--- config.mk ---
export PLATFORM = sky130hd
export DESIGN_NAME = ccl_top
export DESIGN_NICKNAME = d
export VERILOG_FILES = /design/src/design/ccl_pkg.sv /design/src/design/ccl_sync.sv /design/src/design/ccl_edge.sv /design/src/design/ccl_top.sv
export SDC_FILE = /design/constraint.sdc
export NUM_CORES = 1
export LEC_CHECK = 0
export BUFFER_PORTS_ARGS = -buffer_cell sky130_fd_sc_hd__buf_2
export CORE_MARGIN = 2
export CORE_UTILIZATION = 41
export CTS_BUF_LIST = sky130_fd_sc_hd__clkbuf_2
export CTS_CLUSTER_SIZE = 30
export DETAILED_ROUTE_END_ITERATION = 7
export GPL_TIMING_DRIVEN = 0
export PLACE_DENSITY = 0.88
export SYNTH_ARGS = -nofsm -noshare
export SYNTH_HDL_FRONTEND = slang
export SYNTH_SLANG_ARGS = --single-unit
--- constraint.sdc ---
create_clock -name hclk -period 2.86 [get_ports hclk]
set_input_delay 0.143 -clock hclk [delete_from_list [all_inputs] [get_ports hclk]]
set_output_delay 0.143 -clock hclk [all_outputs]
set_load 0.005 [all_outputs]
--- src/design/ccl_pkg.sv ---
package ccl_pkg;

  // Register indices as printed; byte address is four times the index
  localparam logic [7:0]  CCL_AUX_IDX  = 8'h1e;
  localparam logic [7:0]  CCL_CSR_IDX  = 8'h1f;
  localparam logic [9:0]  CCL_AUX_ADDR = {CCL_AUX_IDX, 2'b00};
  localparam logic [9:0]  CCL_CSR_ADDR = {CCL_CSR_IDX, 2'b00};
  localparam int          CCL_DEC_W    = 10;

  // comparator_control_status fields
  localparam int CCL_DIS_BIT  = 7;
  localparam int CCL_BG_BIT   = 6;
  localparam int CCL_RES_BIT  = 5;
  localparam int CCL_FLAG_BIT = 4;
  localparam int CCL_IE_BIT   = 3;
  localparam int CCL_CAP_BIT  = 2;
  localparam int CCL_MODEH_BIT = 1;
  localparam int CCL_MODEL_BIT = 0;

  // comparator_aux_control fields
  localparam int CCL_OE_BIT   = 1;
  localparam int CCL_PSEL_BIT = 0;

  localparam logic [7:0] CCL_CSR_RST = 8'h00;
  localparam logic [7:0] CCL_AUX_RST = 8'h00;

  // Interrupt mode encodings
  localparam logic [1:0] CCL_MODE_TOGGLE = 2'h0;
  localparam logic [1:0] CCL_MODE_RSVD   = 2'h1;
  localparam logic [1:0] CCL_MODE_FALL   = 2'h2;
  localparam logic [1:0] CCL_MODE_RISE   = 2'h3;

  // Synchroniser depth for the raw comparator output
  localparam int CCL_SYNC_STAGES = 2;

  // AHB-Lite codes
  localparam logic [1:0] CCL_HTRANS_NONSEQ = 2'h2;
  localparam logic       CCL_HRESP_OKAY    = 1'b0;

endpackage : ccl_pkg

--- src/design/ccl_sync.sv ---
`timescale 1ns/1ps
module ccl_sync
  import ccl_pkg::*;
#(
  parameter int STAGES = CCL_SYNC_STAGES
)(
  input  wire logic clk,
  input  wire logic rst_n,
  input  wire logic async_in,
  output logic      sync_out
);

  typedef struct packed {
    logic [STAGES-1:0] chain;
  } ccl_sync_state_t;

  ccl_sync_state_t state_ff;
  ccl_sync_state_t nxt_state;

  if (STAGES < 2)
  begin : g_check
    $error("ccl_sync needs at least two stages");
  end

  always_comb
  begin
    nxt_state       = state_ff;
    nxt_state.chain = {state_ff.chain[STAGES-2:0], async_in};
  end

  always_ff @(posedge clk or negedge rst_n)
  begin
    if (!rst_n)
      state_ff <= '0;
    else
      state_ff <= nxt_state;
  end

  assign sync_out = state_ff.chain[STAGES-1];

endmodule : ccl_sync

--- src/design/ccl_edge.sv ---
`timescale 1ns/1ps
module ccl_edge
  import ccl_pkg::*;
(
  input  wire logic       clk,
  input  wire logic       rst_n,
  input  wire logic       level,
  input  wire logic [1:0] mode,
  output logic            event_pulse
);

  typedef struct packed {
    logic prev;
  } ccl_edge_state_t;

  ccl_edge_state_t state_ff;
  ccl_edge_state_t nxt_state;
  logic            rise;
  logic            fall;

  function automatic logic mode_match(input logic [1:0] m,
                                      input logic       r,
                                      input logic       f);
    logic hit;
    hit = 1'b0;
    case (m)
      CCL_MODE_TOGGLE: hit = r | f;
      CCL_MODE_FALL:   hit = f;
      CCL_MODE_RISE:   hit = r;
      default:         hit = 1'b0;
    endcase
    return hit;
  endfunction : mode_match

  always_comb
  begin
    nxt_state      = state_ff;
    nxt_state.prev = level;
  end

  always_ff @(posedge clk or negedge rst_n)
  begin
    if (!rst_n)
      state_ff <= '0;
    else
      state_ff <= nxt_state;
  end

  // One pulse per change of the synchronised level that the mode selects; none in the reserved mode
  assign rise        = level & ~state_ff.prev;
  assign fall        = ~level & state_ff.prev;
  assign event_pulse = mode_match(mode, rise, fall);

endmodule : ccl_edge

--- src/design/ccl_top.sv ---
// What this block does
// - Result bit is high while positive input exceeds negative input.
// - Raw comparator output is synchronised, one to two cycles latency.
// - Disable control at bit 7 powers the comparator down, any time.
// - Bandgap enable turns reference on; it feeds positive input only if selected.
// - Positive select zero connects the positive input pin.
// - Flag bit 4 is set when a synchronised event matches the mode.
// - Flag clears when the processor executes the comparator vector.
// - Writing one to the flag clears it; writing zero leaves it.
// - Interrupt requested only with flag, enable bit 3 and global enable set.
// - Mode 00 toggle, 01 reserved, 10 falling, 11 rising.
// - Capture route bit 2 feeds the result to timer capture, else nothing.
// - Output enable bit 1 drives the result onto the result pin.
// - Shared converter multiplexer usable only while power reduction is zero.
`timescale 1ns/1ps
module ccl_top
  import ccl_pkg::*;
(
  input  wire logic        hclk,
  input  wire logic        hresetn,
  input  wire logic        hsel,
  input  wire logic [31:0] haddr,
  input  wire logic [1:0]  htrans,
  input  wire logic        hwrite,
  input  wire logic [2:0]  hsize,
  input  wire logic [31:0] hwdata,
  input  wire logic        hready,
  output logic             hreadyout,
  output logic             hresp,
  output logic [31:0]      hrdata,
  input  wire logic        cmp_raw_in,
  input  wire logic        global_irq_enable,
  input  wire logic        irq_vector_ack,
  input  wire logic        converter_power_reduction,
  output logic             comparator_power_down,
  output logic             bandgap_on,
  output logic             bandgap_to_positive,
  output logic             mux_access_enable,
  output logic             capture_trigger,
  output logic             result_pin_out,
  output logic             result_pin_oe,
  output logic             comparator_irq
);

  typedef struct packed {
    logic        comparator_disable;
    logic        bandgap_enable;
    logic        comparator_irq_flag;
    logic        comparator_irq_enable;
    logic        capture_route_enable;
    logic        irq_mode_high;
    logic        irq_mode_low;
    logic        result_pin_enable;
    logic        positive_input_select;
    logic        dp_valid;
    logic        dp_write;
    logic        dp_csr;
    logic        dp_aux;
    logic [31:0] rdata;
  } ccl_state_t;

  ccl_state_t  state_ff;
  ccl_state_t  nxt_state;
  logic        comparator_result;
  logic        cmp_event;
  logic        addr_phase;
  logic        addr_csr;
  logic        addr_aux;
  logic        wr_csr;
  logic        wr_aux;
  logic        flag_clear;
  logic [7:0]  wbyte;

  // Exact byte-address decode on the low ten address bits
  function automatic logic addr_hit(input logic [31:0] a,
                                    input logic [9:0]  target);
    return a[CCL_DEC_W-1:0] == target;
  endfunction : addr_hit

  function automatic logic [7:0] pack_csr(input ccl_state_t s,
                                          input logic       res);
    logic [7:0] v;
    v                = 8'h00;
    v[CCL_DIS_BIT]   = s.comparator_disable;
    v[CCL_BG_BIT]    = s.bandgap_enable;
    v[CCL_RES_BIT]   = res;
    v[CCL_FLAG_BIT]  = s.comparator_irq_flag;
    v[CCL_IE_BIT]    = s.comparator_irq_enable;
    v[CCL_CAP_BIT]   = s.capture_route_enable;
    v[CCL_MODEH_BIT] = s.irq_mode_high;
    v[CCL_MODEL_BIT] = s.irq_mode_low;
    return v;
  endfunction : pack_csr

  function automatic logic [7:0] pack_aux(input ccl_state_t s);
    logic [7:0] v;
    v               = 8'h00;
    v[CCL_OE_BIT]   = s.result_pin_enable;
    v[CCL_PSEL_BIT] = s.positive_input_select;
    return v;
  endfunction : pack_aux

  // Raw comparator output arrives from the analog core, unclocked
  ccl_sync #(
    .STAGES   (CCL_SYNC_STAGES)
  ) u_sync (
    .clk      (hclk),
    .rst_n    (hresetn),
    .async_in (cmp_raw_in),
    .sync_out (comparator_result)
  );

  ccl_edge u_edge (
    .clk         (hclk),
    .rst_n       (hresetn),
    .level       (comparator_result),
    .mode        ({state_ff.irq_mode_high, state_ff.irq_mode_low}),
    .event_pulse (cmp_event)
  );

  // Bus decode
  assign addr_phase = hsel & hready & (htrans == CCL_HTRANS_NONSEQ || htrans[1]);
  assign addr_csr   = addr_hit(haddr, CCL_CSR_ADDR);
  assign addr_aux   = addr_hit(haddr, CCL_AUX_ADDR);
  assign wr_csr     = state_ff.dp_valid & state_ff.dp_write & state_ff.dp_csr;
  assign wr_aux     = state_ff.dp_valid & state_ff.dp_write & state_ff.dp_aux;
  assign wbyte      = hwdata[7:0];
  assign flag_clear = (wr_csr & wbyte[CCL_FLAG_BIT]) | irq_vector_ack;

  always_comb
  begin
    nxt_state          = state_ff;
    nxt_state.dp_valid = 1'b0;

    if (wr_csr)
    begin
      nxt_state.comparator_disable    = wbyte[CCL_DIS_BIT];
      nxt_state.bandgap_enable        = wbyte[CCL_BG_BIT];
      nxt_state.comparator_irq_enable = wbyte[CCL_IE_BIT];
      nxt_state.capture_route_enable  = wbyte[CCL_CAP_BIT];
      nxt_state.irq_mode_high         = wbyte[CCL_MODEH_BIT];
      nxt_state.irq_mode_low          = wbyte[CCL_MODEL_BIT];
      // Result position is ignored on write
    end

    if (wr_aux)
    begin
      nxt_state.result_pin_enable     = wbyte[CCL_OE_BIT];
      nxt_state.positive_input_select = wbyte[CCL_PSEL_BIT];
    end

    // Hardware set wins over any clear in the same cycle
    if (cmp_event)
      nxt_state.comparator_irq_flag = 1'b1;
    else if (flag_clear)
      nxt_state.comparator_irq_flag = 1'b0;

    if (addr_phase)
    begin
      nxt_state.dp_valid = 1'b1;
      nxt_state.dp_write = hwrite;
      nxt_state.dp_csr   = addr_csr;
      nxt_state.dp_aux   = addr_aux;
      // Read sees any write finishing this cycle
      if (!hwrite)
      begin
        if (addr_csr)
          nxt_state.rdata = {24'h000000, pack_csr(nxt_state, comparator_result)};
        else if (addr_aux)
          nxt_state.rdata = {24'h000000, pack_aux(nxt_state)};
        else
          nxt_state.rdata = 32'h00000000;
      end
    end
  end

  always_ff @(posedge hclk or negedge hresetn)
  begin
    if (!hresetn)
    begin
      state_ff                       <= '0;
      state_ff.comparator_disable    <= CCL_CSR_RST[CCL_DIS_BIT];
      state_ff.bandgap_enable        <= CCL_CSR_RST[CCL_BG_BIT];
      state_ff.comparator_irq_flag   <= CCL_CSR_RST[CCL_FLAG_BIT];
      state_ff.comparator_irq_enable <= CCL_CSR_RST[CCL_IE_BIT];
      state_ff.capture_route_enable  <= CCL_CSR_RST[CCL_CAP_BIT];
      state_ff.irq_mode_high         <= CCL_CSR_RST[CCL_MODEH_BIT];
      state_ff.irq_mode_low          <= CCL_CSR_RST[CCL_MODEL_BIT];
      state_ff.result_pin_enable     <= CCL_AUX_RST[CCL_OE_BIT];
      state_ff.positive_input_select <= CCL_AUX_RST[CCL_PSEL_BIT];
    end
    else
    begin
      state_ff <= nxt_state;
    end
  end

  // Zero wait states, always OKAY
  assign hreadyout = 1'b1;
  assign hresp     = CCL_HRESP_OKAY;
  assign hrdata    = state_ff.rdata;

  // Analog controls
  assign comparator_power_down = state_ff.comparator_disable;
  assign bandgap_on            = state_ff.bandgap_enable;
  // Pin when select is zero, bandgap only when both set
  assign bandgap_to_positive   = state_ff.bandgap_enable
                               & state_ff.positive_input_select;
  assign mux_access_enable     = ~converter_power_reduction;

  // Timer capture route and result pin
  assign capture_trigger = state_ff.capture_route_enable & comparator_result;
  assign result_pin_out  = comparator_result;
  assign result_pin_oe   = state_ff.result_pin_enable;

  assign comparator_irq = state_ff.comparator_irq_flag
                        & state_ff.comparator_irq_enable
                        & global_irq_enable;

endmodule : ccl_top

* After elaboration in Yosys (flattened, before gate mapping)
Index checks and enable logic that the tools add are counted.
Word-level totals: register bits after elaboration 48, bits in latches 0, bits in writable memories 0, ROM bits 0, input bits 78, output and inout bits 42, memories 0
Cells by class: add/subtract/negate cells 0, multiply operators 0, div/mod/pow operators 0, magnitude comparators 0, eq/ne operators 5, shifts and indexed selects 0, mux-type cells 10, bitwise logic cells 18, reductions and logical operators 3
Operators with widths (count):
- 2-to-1 mux 36 bit | 1
- 2-to-1 mux 32 bit | 1
- equality test 10 x 7 -> 1 bit (second input constant) | 2
- AND 1 bit | 12
- 2-to-1 mux 8 bit | 1
- equality test 2 bit (second input constant) | 3
- 2-to-1 mux 2 bit | 3
- 2-to-1 mux 4 bit | 1
- inverter 1 bit | 4
- case mux 1 bit (3 select lines) | 1
- zero test 2 bit | 1
- 2-to-1 mux 1 bit | 2
- OR 1 bit | 2
- AND reduction 2 bit | 1
- logical OR 1 bit | 1

* Depth between registers and ports, before layout
Gate-level depths: netlist of run 1.
depth in word-level cells 9, depth in mapped cells 6

* Cells and area by module
Synthesis of run 1 repeated with hierarchy kept, for this count alone.
Second synthesis, totals: cell total of the unflattened synthesis 127, area, all modules 1323.8 um^2
Modules (own cells, without submodules):
- ccl_top | times used 1, cells an instance 116, area an instance 1178.6 um^2
- ccl_edge | times used 1, cells an instance 9, area an instance 95.1 um^2
- ccl_sync | times used 1, cells an instance 2, area an instance 50.0 um^2

* Worst setup path before layout of run 1
OpenSTA, ideal clock, no wires.
path type register to register, start point reg u_sync.state_ff[1] (netlist bit), end point reg state_ff, in the netlist hrdata[4], library setup time 0.121 ns, arrival 1.268 ns, required time 2.739 ns, setup slack 1.471 ns, cell stages (with the launch flop) 7, path buffers 0, cells stage by stage dfrtp_1 > inv_1 > ha_1 > mux2_2 > nand2_1 > o311ai_0 > a22o_1
RTL lines:
- from (decl) | line ccl_sync.sv:17 | ccl_sync_state_t state_ff;
- from (signal assigned) | line ccl_sync.sv:36 | state_ff <= nxt_state;
- to (signal assigned) | line ccl_top.sv:194 | state_ff <= nxt_state;
- to (decl) | line ccl_top.sv:62 | ccl_state_t state_ff;

==> flow_summary.toml, run 1 <==
[run_status]
status = "finished, final reports clean"

[timing]
holdWs_ps = 13.1
drv_slew = 0
clock_skew_ps = 18.4
rsz0062_at_grt = "no"
post-route-min-period_ps = 1470
finalCritPeriodShare = 0.515
max_freq_mhz = 679
tns_ps = 0
setup_violations = 0
worstMarginPinSlew_ps = 530
slew_headroom = 0.646
finalHoldViolCount = 0

[yosys]
synth.most_common_cell = "buf_4"
synth_top_area_share = 0.454
synth_edf_count = 0
netlist_area_um2 = 1320
ys_ff_latch = 24
synthFlopType = "dfrtp_1"
synth_cells = 123
ys_types = 29
async_flop_share = 1.00
ys_warn_count = 0
synth_seq_area_share = 0.454
yosys-top-cells-area = "dfrtp_1, buf_4, mux2_2"
synth_commonest_cells = "buf_4, dfrtp_1, nand2_1"
synth_area_per_cell_um2 = 10.8
yosys.area.top_type = "dfrtp_1"

[final_layout]
fillCellCount = 284
nNetsFinal = 281
antenna_cells = 0
fin_area_um2 = 1790
area_delta_synth_final_pct = 35.6
drive_gt1_frac = 0.475

[routing]
drt_iter0_markers = 17
wl_per_cell_um = 9.67
ant_nets = 0
wl_um = 2360
via_count = 985
dr.pass1.iters = 4
vias_per_cell = 4.04
drcViolationCount = 0

[worst_setup_path]
timing.rr.start = "u_sync.state_ff[1]$_DFF_PN0_"
crit_slowest_cell = "dfrtp_1"
crit_chain = "inv_1 -> ha_1 -> mux2_2 -> nand2_1 -> o311ai_0 -> a22o_1"
end_kind = "flip-flop"
worst_r2r_path_depth = 6
rrSetupSlack_ps = 1390
cp_slowest_stage_delay_ps = 470
crit_fanout = 5
start_kind = "flip-flop"
cp.required_ps = 3160
r2r-end = "hrdata[4]$_DFFE_PN0P_"
arrival_ps = 1770
crit_start = "u_sync.state_ff[1]$_DFF_PN0_"
worst-setup-path-type = "flip-flop to flip-flop"

[hold_path]
holdCritStartpoint = "hwdata[0]"
hold_end = "state_ff[38]$_DFF_PN0_"
hold_path_depth = 3
hold_path_class = "input port to flip-flop"

[place]
port-buffer-count = 42
place_area_um2 = 1680
gp_congestion = 0.719
dp_hpwl_um = 1840

[floorplanning]
initial_core_util = 0.433
core_area_um2 = 3050
ioPinCount = 120
dieArea_um2 = 3700
floorplan.die.width_um = 60.8
die_h_um = 60.8
rows = 20

[pwr]
total_power_uw = 692
power_density_nw_per_um2 = 386
ir_worst_vdd_uv = 289
power.leakage_nw = 1.01

[global_routing]
met1_usage = 0.164
busiest_layer = "met2"
grt_max_degree = 25
gr-usage-met2 = 0.235
antenna_found_initial = 0
grt_pass1_wl_um = 3730
grt-ovfl-total = 0
first_global_vias = 854
track_usage = 0.139
use_met3 = 0.0490

[clock_tree]
cts_max_level = 1
post_cts_buffers = 0
ctsRootBufferMaster = "clkbuf_2"
cts_sinks = 24
cts_tree = "done"
clock_latency_ps = 360
cts_made_buffers = 3
cts_hold_buf = 2
path_clk_slew_ps = 240
postCtsResizedCells = 0
clockBufferDepth = 2

[run]
drv_cap = 0
area by class of cell:
class	count	area (um^2)	area share
multi-input cells	79	517	0.288
flip-flops and latches	24	601	0.335
plain buffers	36	265	0.148
clock buffers	3	15.0	0.00837
well taps	44	55.1	0.0307
inverters	8	30.0	0.0167
repair buffers	49	280	0.156
clock inverters	1	30.0	0.0167
cells by family after synthesis:
kind of cell | after synthesis | share of synthesized area
muxes | 10 | 0.0814
AOI/OAI and AO/OA | 13 | 0.0681
DFF | 24 | 0.454
adders and majority gates | 2 | 0.0189
buffers and inverters | 44 | 0.223
and+or+nand+nor | 28 | 0.149
other | 2 | 0.00568
placed cells by master, fill, tap and decap left out, types with 3 or more instances in the layout:
cell type      instances
o21ai_1                4
dfrtp_1               24
buf_2                 44
buf_4                 34
clkbuf_2               3
dlygate4sd3_1          7
conb_1                26
nand2_1               10
inv_1                  8
nand2b_1               4
mux2_2                 6
mux2i_1                4
power breakdown:
group	internal, mW	leakage, nW	total [mW]	switching (mW)
logic	0.0583	0.677	0.0997	0.0413
clock network	0.120	0.0266	0.229	0.108
registers	0.353	0.305	0.364	0.0106
total	0.532	1.01	0.692	0.160
sequential cells by signal, summed over array words and instances, names as in the netlist:
name and flops:
state_ff 10, hrdata 8, u_sync.state_ff 2, bandgap_on 1
comparator_power_down 1, result_pin_oe 1, u_edge.state_ff 1
metrics by stage:
step                      cells  worst slack, ps   util
after floorplan             147             1470      -
after global placement      233             1420  0.550
after detailed placement    233             1380  0.550
after CTS                   239             1370  0.571
after global routing        244             1270  0.587
final                       244             1390  0.587
worst max path at each step:
stage	to	slack, ps	cells past startpoint
after global routing	hrdata[4]$_DFFE_PN0P_	1270	6
after floorplan	hrdata[4]$_DFFE_PN0P_	1470	6
after CTS	hrdata[4]$_DFFE_PN0P_	1370	6
after detailed placement	hrdata[4]$_DFFE_PN0P_	1380	6
after global placement	hrdata[4]$_DFFE_PN0P_	1420	6
final	hrdata[4]$_DFFE_PN0P_	1390	6
worst max-delay path, delay by kind of cell, from the launching register on:
kind	cells	cell delay, ps
flops	1	470
compound gates	2	370
mux	1	260
fa+ha+maj	1	200
buf+inv	1	80
simple gates	1	60
routing by layer:
metal,share of wire,vias up
li1,-,501
met2,0.48,54
met4,0.012,0
met5,0,-
met1,0.40,428
met3,0.11,2
No activity file was read; power rests on OpenSTA's default activity.
==> run 2: changes to the inputs <==
Settings changed: CORE_UTILIZATION 41 to 35, PLACE_DENSITY 0.88 to 0.8.
Clock period 2.86 ns to 1.35 ns, I/O delays scaled along.
==> run 2 against run 1 <==
  * Design area grew 4.4%
  * Largest power group unchanged
  * Critical path type unchanged
  * Critical endpoint unchanged
  * Non-clock buffer count increased by 6
  * Sequential share of layout area fell by 1.4 points
  * Clock skew grew 1.6 ps
  * Register-to-register slack worse by 1400 ps
  * Wire length grew 0.25%
  * Clock power grew 100%
  * Cell count rose by 4.1%
  * Total power rose by 110%
  * Die area up 16%
==> flow_summary.toml, run 2 (synthesis results as in run 1) <==
[run_status]
status = "finished, final reports clean"

[global_routing]
use_met3 = 0.0188
met1_usage = 0.134
busiest_layer = "met2"
antenna_found_initial = 0
gr-usage-met2 = 0.204
grt_pass1_wl_um = 3750
grt-ovfl-total = 0
first_global_vias = 877
track_usage = 0.116
grt_max_degree = 25

[worst_setup_path]
end_kind = "flip-flop"
cp_num_buf_inv = 1
crit_slowest_cell = "dfrtp_1"
cp_slowest_stage_delay_ps = 440
worst-setup-path-type = "flip-flop to flip-flop"
arrival_ps = 1610
cp_top_family = "flip-flops"
start_kind = "flip-flop"
crit_fanout = 3
cp.required_ps = 1620
crit_chain = "inv_2 -> ha_2 -> mux2_4 -> nand2_2 -> o311ai_2 -> a22o_1"

[final_layout]
antenna_cells = 0
drive_gt1_frac = 0.495
top_register = "state_ff"
layout_commonest_cell = "buf_2"
fillCellCount = 363
nNetsFinal = 287
largest_reg_flops = 10
area_delta_synth_final_pct = 41.5
multiInputGateArea_um2 = 536
regArea_um2 = 601
most-common-layout-cells = "buf_2, buf_4, conb_1"

[routing]
dr.pass1.iters = 4
via_count = 1015
vias_per_cell = 4.00
wl_per_cell_um = 9.31
ant_nets = 0
wl_um = 2370
drcViolationCount = 0
drt_iter0_markers = 28

[run]
drv_cap = 0

[pwr]
power.leakage_nw = 1.04
power_density_nw_per_um2 = 782
pwr-share-comb = 0.159
total_power_mw = 1.46
internal_power_mw = 1.14
p_seq_frac = 0.525
ir_worst_vdd_uv = 499
p_switching_uw = 320
clockPowerShare = 0.316
p_sw_frac = 0.219

[timing]
drv_slew = 0
max_freq_mhz = 748
rsz0062_at_grt = "yes"
holdWs_ps = 43.1
finalHoldViolCount = 0
clock_skew_ps = 20.0
post-route-min-period_ps = 1340
slew_headroom = 0.658
worstMarginPinSlew_ps = 513
finalCritPeriodShare = 0.991
setup_violations = 0

[floorplanning]
ioPinCount = 120
initial_core_util = 0.364
rows = 22
dieArea_um2 = 4290
floorplan.die.width_um = 65.5
die_h_um = 65.5
core_area_um2 = 3630

[clock_tree]
cts_made_buffers = 3
cts_tree = "done"
clock_latency_ps = 340
clockBufferDepth = 2
ctsRootBufferMaster = "clkbuf_2"
cts_max_level = 1
path_clk_slew_ps = 220
cts_sinks = 24

[place]
port-buffer-count = 42
gp_congestion = 0.764
dp_hpwl_um = 1870

[hold_path]
hold_path_class = "input port to flip-flop"
run 2: repair_timing:
| action | CTS | global route |
|---|---|---|
| pin swaps | 3 | 0 |
| gates resized for setup | 4 | 2 |
| gates cloned | 0 | 0 |
| hold buffers | 10 | 1 |
| endpoints found under the hold margin | 35 | 1 |
| setup buffers | 2 | 0 |
| setup endpoints to repair | 1 | 4 |
run 2: per-stage QoR:
step	utilization	setup WS [ps]	cells	cell area, um^2	setup TNS [ps]
floorplan	-	8.69	147	1410	0
global placement	0.463	-38.9	237	1680	-38.9
detailed placement	0.463	-105	237	1680	-105
CTS	0.512	5.78	253	1860	0
global route	0.515	-52.4	254	1870	-90.6
finish	0.515	12.8	254	1870	0
run 2: area by class of cell:
cell class | count | area share
clock inverters | 1 | 0.0160
plain buffers | 36 | 0.142
inverters | 8 | 0.0160
repair buffers | 55 | 0.179
clock buffers | 3 | 0.00802
well taps | 48 | 0.0321
multi-input cells | 79 | 0.286
flip-flops and latches | 24 | 0.321
run 2: per-layer routing:
| metal | part of all wire | vias up |
|---|---|---|
| met5 | 0 | - |
| met4 | 0.022 | 0 |
| met3 | 0.074 | 5 |
| met2 | 0.49 | 46 |
| met1 | 0.42 | 449 |
| li1 | - | 515 |
run 2: path summary, 6_finish.rpt:
check / slack (ps) / startpoint / depth (start not counted) / endpoint
max in group asynchronous: 790 / hresetn / 2 / u_edge.state_ff$_DFF_PN0_
worst max-delay path: 10 / u_sync.state_ff[1]$_DFF_PN0_ / 6 / hrdata[4]$_DFFE_PN0P_
worst min register to register: 370 / u_sync.state_ff[0]$_DFF_PN0_ / 0 / u_sync.state_ff[1]$_DFF_PN0_
worst min-delay path: 40 / irq_vector_ack / 3 / state_ff[42]$_DFF_PN0_
min in group asynchronous: 200 / hresetn / 2 / result_pin_oe$_DFF_PN0_
worst max register to register: 10 / u_sync.state_ff[1]$_DFF_PN0_ / 6 / hrdata[4]$_DFFE_PN0P_
run 2: worst reg2reg max path: cells and delay by family, from the launching register on:
| family | cells | cell delay, ps |
|---|---|---|
| AND/OR/NAND/NOR | 1 | 60 |
| flip-flops | 1 | 440 |
| multiplexers | 1 | 270 |
| buffers and inverters | 1 | 60 |
| AO/OA/AOI/OAI | 2 | 290 |
| adder cells (fa/ha/maj) | 1 | 160 |
run 2: power by group through the flow:
stage / combinational (mW) / clock [mW] / sequential (mW)
2_1_floorplan: 0.120 / 0 / 0.777
3_3_place_gp: 0.193 / 0 / 0.779
3_5_place_dp: 0.196 / 0 / 0.782
4_1_cts: 0.230 / 0.475 / 0.769
5_1_grt: 0.258 / 0.501 / 0.774
6_report: 0.232 / 0.463 / 0.768
